$ cat src/inc/pwr_mode_pkg.sv
/*
  Shared constants and types for the power-mode controller and its host end.
  Assumes one 25 MHz clock and a synchronous active-high reset at both ends.
*/
`default_nettype none
package pwr_mode_pkg;
  // ----------------------------------------------------------------------
  // Power modes
  // ----------------------------------------------------------------------
  typedef enum logic [1:0] {
    MODE_POR      = 2'b00,
    MODE_SHUTDOWN = 2'b01,
    MODE_SLEEP    = 2'b10,
    MODE_ACTIVE   = 2'b11
  } power_mode_e;

  // ----------------------------------------------------------------------
  // Timing
  // ----------------------------------------------------------------------
  localparam int unsigned CLK_HZ            = 25_000_000;
  localparam int unsigned WAKE_STARTUP_US   = 100;
  localparam int unsigned WAKE_STARTUP_CYC  = (WAKE_STARTUP_US * (CLK_HZ / 1_000_000));
  localparam int unsigned LINK_TIMEOUT_MS   = 1000;
  localparam int unsigned LINK_TIMEOUT_CYC  = LINK_TIMEOUT_MS * (CLK_HZ / 1000);
  localparam int unsigned TIMER_W           = 32;

  // ----------------------------------------------------------------------
  // Reset values
  // ----------------------------------------------------------------------
  localparam logic RESET_FLAG_RST  = 1'b0;
  localparam logic SUPPLY_FLT_RST  = 1'b0;
endpackage
`default_nettype wire

$ cat src/inc/pwr_mode_if.sv
/*
  Signals between the power-mode controller and the host sequencer.
  Assumes both ends share i_clk; wake and resume pulses are one cycle.
*/
`timescale 1ns/1ns
`default_nettype none
interface pwr_mode_if;
  import pwr_mode_pkg::*;
  logic        wake_n;          // Wake pin, low pulse wakes
  logic        resume;          // Resume signal pulse
  logic        enter_sleep_cmd;
  logic        enter_powerdown_cmd;
  logic        reset_flag_clear_bit;
  logic        supply_fault_clear;
  logic        monitors_enable;
  logic        frame_valid;
  logic        reset_occurred_flag;
  logic        supply_fault;
  logic        fault_output_pin_n;
  power_mode_e mode;

  modport device (
    input  wake_n, resume, enter_sleep_cmd, enter_powerdown_cmd,
    input  reset_flag_clear_bit, supply_fault_clear, monitors_enable, frame_valid,
    output reset_occurred_flag, supply_fault, fault_output_pin_n, mode
  );
  modport host (
    output wake_n, resume, enter_sleep_cmd, enter_powerdown_cmd,
    output reset_flag_clear_bit, supply_fault_clear, monitors_enable, frame_valid,
    input  reset_occurred_flag, supply_fault, fault_output_pin_n, mode
  );
endinterface
`default_nettype wire

$ cat src/rtl/power_mode_controller.sv
/*
  Power-mode state machine of a stackable monitor: POR, shutdown, sleep, active.
  Assumes wake pin arrives asynchronously; chain tones are already decoded
  into one-cycle pulses by the daisy-chain receiver on i_clk.
*/
`timescale 1ns/1ns
`default_nettype none
module power_mode_controller #(
  parameter int unsigned TIMEOUT_CYC = pwr_mode_pkg::LINK_TIMEOUT_CYC
) (
  input  wire logic                      i_clk,
  input  wire logic                      i_rst,
  pwr_mode_if.device                     bus,
  input  wire logic                      i_ref_ok,
  input  wire logic                      i_wake_tone,
  input  wire logic                      i_resume_tone,
  input  wire logic                      i_thermal_sd,
  input  wire logic                      i_timeout_en,
  input  wire logic                      i_supply_glitch,
  output logic                           o_settings_default,
  output logic                           o_wake_fwd,
  output logic                           o_resume_fwd,
  output logic                           o_drop_transactions,
  output logic                           o_sleep_monitors_on,
  output logic                           o_circuits_reset
);
  import pwr_mode_pkg::*;

  // Elaboration check: the counter must be able to reach the limit
  if (TIMEOUT_CYC < 1 || TIMEOUT_CYC > 32'hFFFFFFFE) begin : g_bad_timeout
    $error("TIMEOUT_CYC out of range");
  end

  // ----------------------------------------------------------------------
  // Input synchronisers and event decode
  // ----------------------------------------------------------------------
  logic [1:0] wake_sync_r;
  logic [1:0] ref_sync_r;
  logic       wake_prev_r;
  always_ff @(posedge i_clk) begin
    if (i_rst) begin
      wake_sync_r <= 2'b11;
      ref_sync_r  <= 2'b00;
      wake_prev_r <= 1'b1;
    end else begin
      wake_sync_r <= {wake_sync_r[0], bus.wake_n};
      ref_sync_r  <= {ref_sync_r[0], i_ref_ok};
      wake_prev_r <= wake_sync_r[1];
    end
  end

  logic ref_ok;
  logic wake_ev;
  logic resume_ev;
  assign ref_ok    = ref_sync_r[1];
  // Low pulse on the pin acts on its release, like a tone acts on its end
  assign wake_ev   = (wake_sync_r[1] & ~wake_prev_r) | i_wake_tone;
  assign resume_ev = bus.resume | i_resume_tone;

  // ----------------------------------------------------------------------
  // Mode machine
  // ----------------------------------------------------------------------
  power_mode_e mode_r;
  power_mode_e mode_nxt;
  logic [TIMER_W-1:0] idle_cnt_r;
  logic               timed_out;
  assign timed_out = i_timeout_en && (idle_cnt_r >= TIMER_W'(TIMEOUT_CYC));

  always_comb begin
    mode_nxt = mode_r;
    case (mode_r)
      MODE_POR: begin
        if (ref_ok) mode_nxt = MODE_SHUTDOWN;
      end
      MODE_SHUTDOWN: begin
        if (wake_ev) mode_nxt = MODE_ACTIVE;
      end
      MODE_SLEEP: begin
        if (i_thermal_sd) mode_nxt = MODE_SHUTDOWN;
        else if (wake_ev || resume_ev) mode_nxt = MODE_ACTIVE;
      end
      MODE_ACTIVE: begin
        if (i_thermal_sd || bus.enter_powerdown_cmd) mode_nxt = MODE_SHUTDOWN;
        else if (timed_out) mode_nxt = MODE_SHUTDOWN;
        else if (wake_ev) mode_nxt = MODE_ACTIVE;
        else if (bus.enter_sleep_cmd) mode_nxt = MODE_SLEEP;
      end
      default: mode_nxt = MODE_POR;
    endcase
    if (!ref_ok) mode_nxt = MODE_POR;
  end

  always_ff @(posedge i_clk) begin
    if (i_rst) mode_r <= MODE_POR;
    else mode_r <= mode_nxt;
  end

  always_ff @(posedge i_clk) begin
    if (i_rst) o_circuits_reset <= 1'b1;
    else o_circuits_reset <= (mode_nxt == MODE_POR);
  end

  always_ff @(posedge i_clk) begin
    if (i_rst) bus.mode <= MODE_POR;
    else bus.mode <= mode_nxt;
  end

  // ----------------------------------------------------------------------
  // Link timeout counter, counts only in active
  // ----------------------------------------------------------------------
  always_ff @(posedge i_clk) begin
    if (i_rst || mode_r != MODE_ACTIVE || bus.frame_valid) idle_cnt_r <= '0;
    else if (!timed_out) idle_cnt_r <= idle_cnt_r + TIMER_W'(1);
  end

  // ----------------------------------------------------------------------
  // Event outputs
  // ----------------------------------------------------------------------
  logic wake_restore;
  assign wake_restore = wake_ev && ref_ok && !i_thermal_sd &&
                        (mode_r == MODE_SHUTDOWN || mode_r == MODE_SLEEP ||
                         (mode_r == MODE_ACTIVE && !bus.enter_powerdown_cmd && !timed_out));

  always_ff @(posedge i_clk) begin
    if (i_rst) begin
      o_settings_default <= 1'b1;
      o_wake_fwd         <= 1'b0;
      o_resume_fwd       <= 1'b0;
    end else begin
      o_settings_default <= wake_restore || mode_nxt == MODE_POR;
      o_wake_fwd         <= wake_restore && mode_r == MODE_ACTIVE;
      // Resume changes no state in active, it is only passed on
      o_resume_fwd       <= resume_ev && !wake_ev && mode_r == MODE_ACTIVE &&
                            mode_nxt == MODE_ACTIVE;
    end
  end

  always_ff @(posedge i_clk) begin
    if (i_rst) o_drop_transactions <= 1'b0;
    else o_drop_transactions <= i_thermal_sd && mode_r != MODE_SHUTDOWN &&
                                mode_r != MODE_POR;
  end

  // ----------------------------------------------------------------------
  // Sleep monitors: latched only in active
  // ----------------------------------------------------------------------
  always_ff @(posedge i_clk) begin
    if (i_rst) o_sleep_monitors_on <= 1'b0;
    else if (mode_nxt == MODE_POR || mode_nxt == MODE_SHUTDOWN || wake_restore)
      o_sleep_monitors_on <= 1'b0;
    else if (mode_r == MODE_ACTIVE)
      o_sleep_monitors_on <= bus.monitors_enable;
  end

  // ----------------------------------------------------------------------
  // Reset flag and supply fault; set wins over clear
  // ----------------------------------------------------------------------
  logic reset_set;
  assign reset_set = (mode_r == MODE_POR && ref_ok) ||
                     (mode_r == MODE_SHUTDOWN && wake_ev) || wake_restore;

  always_ff @(posedge i_clk) begin
    if (i_rst) bus.reset_occurred_flag <= RESET_FLAG_RST;
    else if (reset_set) bus.reset_occurred_flag <= 1'b1;
    else if (bus.reset_flag_clear_bit) bus.reset_occurred_flag <= 1'b0;
  end

  always_ff @(posedge i_clk) begin
    if (i_rst) bus.supply_fault <= SUPPLY_FLT_RST;
    else if (i_supply_glitch) bus.supply_fault <= 1'b1;
    else if (bus.supply_fault_clear) bus.supply_fault <= 1'b0;
  end

  always_ff @(posedge i_clk) begin
    if (i_rst) bus.fault_output_pin_n <= 1'b1;
    else bus.fault_output_pin_n <= !(reset_set || bus.reset_occurred_flag ||
                                     i_supply_glitch || bus.supply_fault);
  end
endmodule
`default_nettype wire

$ cat src/flat_wrapper.sv
// flat-port wrapper written by rule: the top's interface ports become plain ports
module power_mode_controller_flat import pwr_mode_pkg::*;
#(
  parameter int unsigned TIMEOUT_CYC = pwr_mode_pkg::LINK_TIMEOUT_CYC
)
  (i_clk, i_rst, i_ref_ok, i_wake_tone, i_resume_tone, i_thermal_sd, i_timeout_en, i_supply_glitch, o_settings_default, o_wake_fwd, o_resume_fwd, o_drop_transactions, o_sleep_monitors_on, o_circuits_reset, bus_wake_n, bus_resume, bus_enter_sleep_cmd, bus_enter_powerdown_cmd, bus_reset_flag_clear_bit, bus_supply_fault_clear, bus_monitors_enable, bus_frame_valid, bus_reset_occurred_flag, bus_supply_fault, bus_fault_output_pin_n, bus_mode);
  pwr_mode_if bus_i ();
  input  wire logic i_clk;
  input  wire logic i_rst;
  input  wire logic i_ref_ok;
  input  wire logic i_wake_tone;
  input  wire logic i_resume_tone;
  input  wire logic i_thermal_sd;
  input  wire logic i_timeout_en;
  input  wire logic i_supply_glitch;
  output logic o_settings_default;
  output logic o_wake_fwd;
  output logic o_resume_fwd;
  output logic o_drop_transactions;
  output logic o_sleep_monitors_on;
  output logic o_circuits_reset;
  input wire logic [$bits(bus_i.wake_n)-1:0] bus_wake_n;
  input wire logic [$bits(bus_i.resume)-1:0] bus_resume;
  input wire logic [$bits(bus_i.enter_sleep_cmd)-1:0] bus_enter_sleep_cmd;
  input wire logic [$bits(bus_i.enter_powerdown_cmd)-1:0] bus_enter_powerdown_cmd;
  input wire logic [$bits(bus_i.reset_flag_clear_bit)-1:0] bus_reset_flag_clear_bit;
  input wire logic [$bits(bus_i.supply_fault_clear)-1:0] bus_supply_fault_clear;
  input wire logic [$bits(bus_i.monitors_enable)-1:0] bus_monitors_enable;
  input wire logic [$bits(bus_i.frame_valid)-1:0] bus_frame_valid;
  output wire logic [$bits(bus_i.reset_occurred_flag)-1:0] bus_reset_occurred_flag;
  output wire logic [$bits(bus_i.supply_fault)-1:0] bus_supply_fault;
  output wire logic [$bits(bus_i.fault_output_pin_n)-1:0] bus_fault_output_pin_n;
  output wire logic [$bits(bus_i.mode)-1:0] bus_mode;
  assign bus_i.wake_n = bus_wake_n;
  assign bus_i.resume = bus_resume;
  assign bus_i.enter_sleep_cmd = bus_enter_sleep_cmd;
  assign bus_i.enter_powerdown_cmd = bus_enter_powerdown_cmd;
  assign bus_i.reset_flag_clear_bit = bus_reset_flag_clear_bit;
  assign bus_i.supply_fault_clear = bus_supply_fault_clear;
  assign bus_i.monitors_enable = bus_monitors_enable;
  assign bus_i.frame_valid = bus_frame_valid;
  assign bus_reset_occurred_flag = bus_i.reset_occurred_flag;
  assign bus_supply_fault = bus_i.supply_fault;
  assign bus_fault_output_pin_n = bus_i.fault_output_pin_n;
  assign bus_mode = bus_i.mode;
  power_mode_controller #(.TIMEOUT_CYC(TIMEOUT_CYC)) u_core (.i_clk(i_clk), .i_rst(i_rst), .bus(bus_i), .i_ref_ok(i_ref_ok), .i_wake_tone(i_wake_tone), .i_resume_tone(i_resume_tone), .i_thermal_sd(i_thermal_sd), .i_timeout_en(i_timeout_en), .i_supply_glitch(i_supply_glitch), .o_settings_default(o_settings_default), .o_wake_fwd(o_wake_fwd), .o_resume_fwd(o_resume_fwd), .o_drop_transactions(o_drop_transactions), .o_sleep_monitors_on(o_sleep_monitors_on), .o_circuits_reset(o_circuits_reset));
endmodule
$ cat config.mk
export PLATFORM = sky130hd
export DESIGN_NAME = power_mode_controller_flat
export DESIGN_NICKNAME = d
export VERILOG_FILES = /design/src/inc/pwr_mode_pkg.sv /design/src/inc/pwr_mode_if.sv /design/src/rtl/power_mode_controller.sv /design/src/flat_wrapper.sv
export SDC_FILE = /design/constraint.sdc
export NUM_CORES = 1
export LEC_CHECK = 0
export ABC_AREA = 1
export ABC_CLOCK_PERIOD_IN_PS = 2380
export BUFFER_PORTS_ARGS = -buffer_cell sky130_fd_sc_hd__buf_2
export CAP_MARGIN = 20
export CORE_UTILIZATION = 59
export DETAILED_ROUTE_END_ITERATION = 10
export GPL_TIMING_DRIVEN = 0
export PLACE_DENSITY = 0.8
export SLEW_MARGIN = 20
export SYNTH_ARGS = -nofsm -noshare
export SYNTH_HDL_FRONTEND = slang
export SYNTH_SLANG_ARGS = --single-unit
$ cat constraint.sdc
create_clock -name i_clk -period 2.38 [get_ports i_clk]
set_clock_uncertainty 0.2 [all_clocks]
set_input_delay 0.357 -clock i_clk [delete_from_list [all_inputs] [get_ports i_clk]]
set_output_delay 0.357 -clock i_clk [all_outputs]
set_load 0.05 [all_outputs]
Word level (Yosys, flattened, before mapping)

Index checks and enable logic that the tools add are counted.

Memories kept: 0
Output and inout port bits: 11
Register bits: 48
Memory bits (writable): 0
Memory bits (read-only): 0
Logic and storage cells: 79
Latch bits: 0
Input bits: 16

Multiplexer cells: 13
Shift-type cells: 0
Bitwise operators: 4
Order comparisons: 1
Divide/modulo/power cells: 0
$mul: 0
Eq/ne operators: 7
Reduce and logical (&&, ||, !) cells: 39
$add $sub $neg: 1

Operators by type and width:

| operator              | number |
|---|---|
| $add 32x1->32 const B | 1 |
| $ge 32x25->1 const B  | 1 |
| $mux 2                | 8 |
| $logic_and 1x1->1     | 14 |
| $logic_or 1x1->1      | 14 |
| $pmux 2 s4            | 1 |
| $eq 2x2->1 const B    | 3 |
| $reduce_bool 2->1     | 3 |
| $logic_not 1->1       | 5 |
| $eq 2x1->1 const B    | 2 |
| $logic_not 2->1       | 2 |
| $mux 1                | 4 |
| $ne 2x1->1 const B    | 1 |
| $ne 2x2->1 const B    | 1 |
| $or 1x1->1            | 2 |
| $reduce_or 2->1       | 1 |
| $and 1x1->1           | 1 |
| $not 1->1             | 1 |

Longest topological paths before layout

Depth in word-level cells: 12
Mapped depth: 14
Gate-level depth less buffers: 13

Worst setup path before layout

OpenSTA, ideal clock, no wires.

Path type: register to register
Start point: register u_core.mode_r[0]
End point: register u_core.idle_cnt_r[12]
Library setup time: 70 ps
Data required time: 2,110 ps
Cell stages (with the launch flop): 7
Setup slack: 295 ps
Path buffers: 1
Period minus slack after synthesis: 2,085 ps
Data arrival time: 1,815 ps
Path through: dfxtp_1 -> ha_1 -> inv_1 -> nor3_2 -> clkinv_1 -> clkbuf_1 -> a21oi_1

Cells in the longest elaborated chain, start to end: 3

RTL lines:

| element                        | line                         | source |
|---|---|---|
| start, declared                | power_mode_controller.sv:63  | `power_mode_e mode_r;` |
| start signal, assigned         | power_mode_controller.sv:95  | `else mode_r <= mode_nxt;` |
| $ne 2x2->1                     | power_mode_controller.sv:112 | `if (i_rst \|\| mode_r != MODE_ACTIVE \|\| bus.frame_valid) idle_cnt_r <= '0;` |
| $logic_or 1x1->1 (2 in series) | power_mode_controller.sv:112 |  |
| end signal, assigned           | power_mode_controller.sv:113 | `else if (!timed_out) idle_cnt_r <= idle_cnt_r + TIMER_W'(1);` |
| end, declared                  | power_mode_controller.sv:65  | `logic [TIMER_W-1:0] idle_cnt_r;` |

No other way between the ends.
A chain may end at the register's enable or synchronous reset.

Final worst setup path

Start point: register u_core.idle_cnt_r[0]
End point: register u_core.idle_cnt_r[28]

Cells in the longest elaborated chain, start to end: 2
Elaborated cells between the ends (all ways): 3
Those cells by class: add/sub (1); order compare (1); reduce/logical (1)

RTL lines:

| element           | line                        | source |
|---|---|---|
| $ge 32x25->1      | power_mode_controller.sv:67 | `assign timed_out = i_timeout_en && (idle_cnt_r >= TIMER_W'(TIMEOUT_CYC));` |
| $logic_and 1x1->1 | power_mode_controller.sv:67 |  |

Several ways; a longest one is shown, not always the timed one.

==> metrics.log <==
INFO  metric worst-endpoint-required = 2.42 ns
INFO  metric cellLeakagePower = 1.13 nW
INFO  metric end_kind = flip-flop
INFO  metric layout.cells.non_filler = 488
INFO  metric cts.reportedPaths.clkPinSlew = around 0.090 ns
INFO  metric fin_setup_tns = 0 ns
INFO  metric routedWlPerCell = 12.6 um
INFO  metric number_of_distinct_library_cells_after_synthesis = 38
INFO  metric cts.repair.resized = 0
INFO  metric synthTopCellsByCount = 98 x sky130_fd_sc_hd__nand2_1, 49 x sky130_fd_sc_hd__nor2_1, 48 x sky130_fd_sc_hd__dfxtp_1, 46 x sky130_fd_sc_hd__inv_1, 31 x sky130_fd_sc_hd__a21oi_1
INFO  metric multi_input_area = 1510 um2
INFO  metric netlist.top_cell.by_area = sky130_fd_sc_hd__dfxtp_1
INFO  metric cts_tree = built
INFO  metric synth_top_flop_cell = sky130_fd_sc_hd__dfxtp_1
INFO  metric start_util = 0.619
INFO  metric synthTopCellsByArea = sky130_fd_sc_hd__dfxtp_1 35%, sky130_fd_sc_hd__nand2_1 14%, sky130_fd_sc_hd__nor2_1 6.8%
INFO  metric worst-r2r-cell-count = 7
INFO  metric max_fo_critical_path = 5
INFO  metric htree_levels = 2
INFO  metric worstReg2RegStart = u_core.idle_cnt_r[0]
INFO  metric antenna-diode-count = 0
INFO  metric synth.ff_latch_count = 48
INFO  metric crit_path_end = u_core.idle_cnt_r[28]
INFO  metric regArea = around 960 um2
INFO  metric final.fill_count = around 380
INFO  metric startpoint = u_core.idle_cnt_r[0]
INFO  metric dieArea = 4870 um2
INFO  metric cts.root.buffer_cell = sky130_fd_sc_hd__clkbuf_8
INFO  metric grt_start_max_net_pins = 17
INFO  metric hold_violation_count_in_the_final_report = 0
INFO  metric startpoint_type = flip-flop
INFO  metric top_level_ports = 27
INFO  metric std_cell_rows = 24
INFO  metric synth_area_per_cell = 6.75 um2
INFO  metric wl = 6.13 mm
INFO  metric core_ar = 4380 um2
INFO  metric grt_pass1_wl = ~11 mm
INFO  metric cts_inserted_buffers = 5
INFO  metric place_hpwl = 4.65 mm
INFO  metric reg2reg_slack = 0.23 ns
INFO  metric run_status = complete, no violations
INFO  metric pins_over_slew_limit = 0
INFO  metric drt.antenna.violating_nets = 0
INFO  metric die_h = 69.8 um
INFO  metric synth_seq_area_share = 0.354
INFO  metric grt_setup_unrepaired = false
INFO  metric synth_area = roughly 2700 um2
INFO  metric drive_above_1_share = 0.163
INFO  metric yosys.cell_count.top_type = sky130_fd_sc_hd__nand2_1
INFO  metric cell_pwr_density = 495 nW/um2
INFO  metric fp.dieW = 69.8 um
INFO  metric grt.total_usage = 0.272
INFO  metric finalCritPeriodShare = 0.902
INFO  metric grt_pass1_vias = between 2000 and 2500
INFO  metric timing.max_slew.rel_slack = 0.616
INFO  metric cell_count_after_synthesis = 402
INFO  metric drt-pass1-iter-count = 4
INFO  metric grt_antenna_before_repair = 0
INFO  metric remaining_drc_errors = 0
INFO  metric iter_0_drt_violations = around 170
INFO  metric timing.critical_path.arrival = roughly 2.2 ns
INFO  metric maxClockFrequency = between 0.4 and 0.5 GHz
INFO  metric irDropWorstVdd = about 430 uV
INFO  metric post_cts_setup_buffer_count = 0
INFO  metric dpl.cell_count = 480
INFO  metric worstReg2RegEnd = u_core.idle_cnt_r[28]
INFO  metric holdBufCountCts = 0
INFO  metric synth_edf_count = 0
INFO  metric area_delta_synth_final = 11.4%
INFO  metric synth.yosys.warnings = 0
INFO  metric worstSetupPathType = reg -> reg
INFO  metric tightest_hold_check_type = in -> reg
INFO  metric worst_slew_pin_slew = ~0.57 ns
INFO  metric portBuffers = 26
INFO  metric globalRouteOverflowTotal = 0
INFO  metric cts_num_sinks = 48
INFO  metric route.vias.total = approximately 2600
INFO  metric asyncSetResetFlopFracSynth = 0
INFO  metric report.final.setup_viol = 0
INFO  metric cts_max_path_buffers = 2
INFO  metric totalPowerFinal = 1.50 mW
INFO  metric final.min_clock_period = 2.15 ns
INFO  metric clkLatencyLatePin = 0.31 ns
INFO  metric postSynthNetCount = 425
INFO  metric fraction_of_post_synthesis_cell_area_in_the_top_cell_type_by_area = 0.354
INFO  metric viasPerCell = 5.36
INFO  metric final_net_count = 458
INFO  metric maxCapViolations = 0
INFO  metric gpl.final_weighted_congestion = 0.996
[area by class of cell]
class | count | area share
Clock buffer | 5 | 0.0228
Timing Repair Buffer | 26 | 0.0430
Clock inverter | 3 | 0.0153
Sequential cell | 48 | 0.318
Tap cell | 52 | 0.0215
Inverter | 50 | 0.0621
Multi-Input combinational cell | 296 | 0.499
Buffer | 8 | 0.0182
[cells by family (layout without fill, tap and decap cells)]
family | count (synthesis) | after routing | share of synthesized area
buffers and inverters | 58 | 92 | 0.0894
flip-flops | 48 | 48 | 0.354
AND/OR/NAND/NOR | 231 | 231 | 0.399
XOR/XNOR | 9 | 9 | 0.0290
adder cells (fa/ha/maj) | 7 | 7 | 0.0323
AO/OA/AOI/OAI | 49 | 49 | 0.0959
[metrics by stage]
step / util / setup slack, ns / hold WS (ns) / cell area [um2]
after floorplan: - / 0.295 / 0.188 / 2710
after global placement: 0.664 / 0.216 / 0.192 / 2910
after detailed placement: 0.664 / 0.242 / 0.203 / 2910
after CTS: 0.690 / 0.224 / 0.0232 / 3020
after global routing: 0.690 / 0.0113 / 0.0181 / 3020
final: 0.690 / 0.233 / 0.0284 / 3020
[critical path: stages (launching register included)]
cell,delay [ns]
sky130_fd_sc_hd__dfxtp_1,0.40
sky130_fd_sc_hd__ha_1,0.23
sky130_fd_sc_hd__nand3_1,0.17
sky130_fd_sc_hd__nor4_1,0.53
sky130_fd_sc_hd__nand2_1,0.19
sky130_fd_sc_hd__xnor2_1,0.18
sky130_fd_sc_hd__nand2_1,0.06
sky130_fd_sc_hd__a21oi_1,0.11
[placed cells by master (no fill, tap or decap), types with 5 or more instances in the layout]
master / synthesis / routed
sky130_fd_sc_hd__a21oi_1: 31 / 31
sky130_fd_sc_hd__buf_2: 2 / 28
sky130_fd_sc_hd__clkbuf_8: 0 / 5
sky130_fd_sc_hd__dfxtp_1: 48 / 48
sky130_fd_sc_hd__ha_1: 7 / 7
sky130_fd_sc_hd__inv_1: 46 / 46
sky130_fd_sc_hd__nand2_1: 98 / 98
sky130_fd_sc_hd__nand2_2: 9 / 9
sky130_fd_sc_hd__nand3_1: 21 / 21
sky130_fd_sc_hd__nand4_1: 5 / 5
sky130_fd_sc_hd__nor2_1: 49 / 49
sky130_fd_sc_hd__nor3_1: 24 / 24
sky130_fd_sc_hd__o21ai_0: 9 / 9
sky130_fd_sc_hd__xor2_1: 6 / 6
[routing by layer]
layer  track usage  wire (um)  up-vias
met3        0.0596        341       13
met4         0.118        157        0
met5             0          0        -
met1         0.330       2760     1184
li1              -          -     1355
met2         0.459       2870       65
[worst min path at each step]
stage	from	to	slack, ns	cells past startpoint
floorplan	u_core.ref_sync_r[0]	u_core.ref_sync_r[1]	0.19	2
global placement	u_core.ref_sync_r[0]	u_core.ref_sync_r[1]	0.19	2
detailed placement	u_core.ref_sync_r[0]	u_core.ref_sync_r[1]	0.20	2
CTS	bus_wake_n	u_core.wake_sync_r[0]	0.02	2
global route	bus_wake_n	u_core.wake_sync_r[0]	0.02	2
finish	bus_wake_n	u_core.wake_sync_r[0]	0.03	2
[registers in the layout, indices dropped and copies added (netlist names)]
register                        cells
u_core.wake_prev_r                  1
u_core.wake_sync_r                  2
u_core.o_wake_fwd                   1
u_core.bus.supply_fault             1
u_core.idle_cnt_r                  32
u_core.bus.fault_output_pin_n       1
u_core.o_settings_default           1
u_core.mode_r                       2
u_core.o_circuits_reset             1
u_core.o_resume_fwd                 1
u_core.ref_sync_r                   2
u_core.o_drop_transactions          1
u_core.bus.reset_occurred_flag      1
u_core.o_sleep_monitors_on          1
[where the power goes]
part	internal (mW)	switching (mW)	total, mW
clock	0.317	0.298	0.615
combinational	0.0231	0.0423	0.0653
sequential	0.811	0.00446	0.815
(Power assumes the default switching activity.)
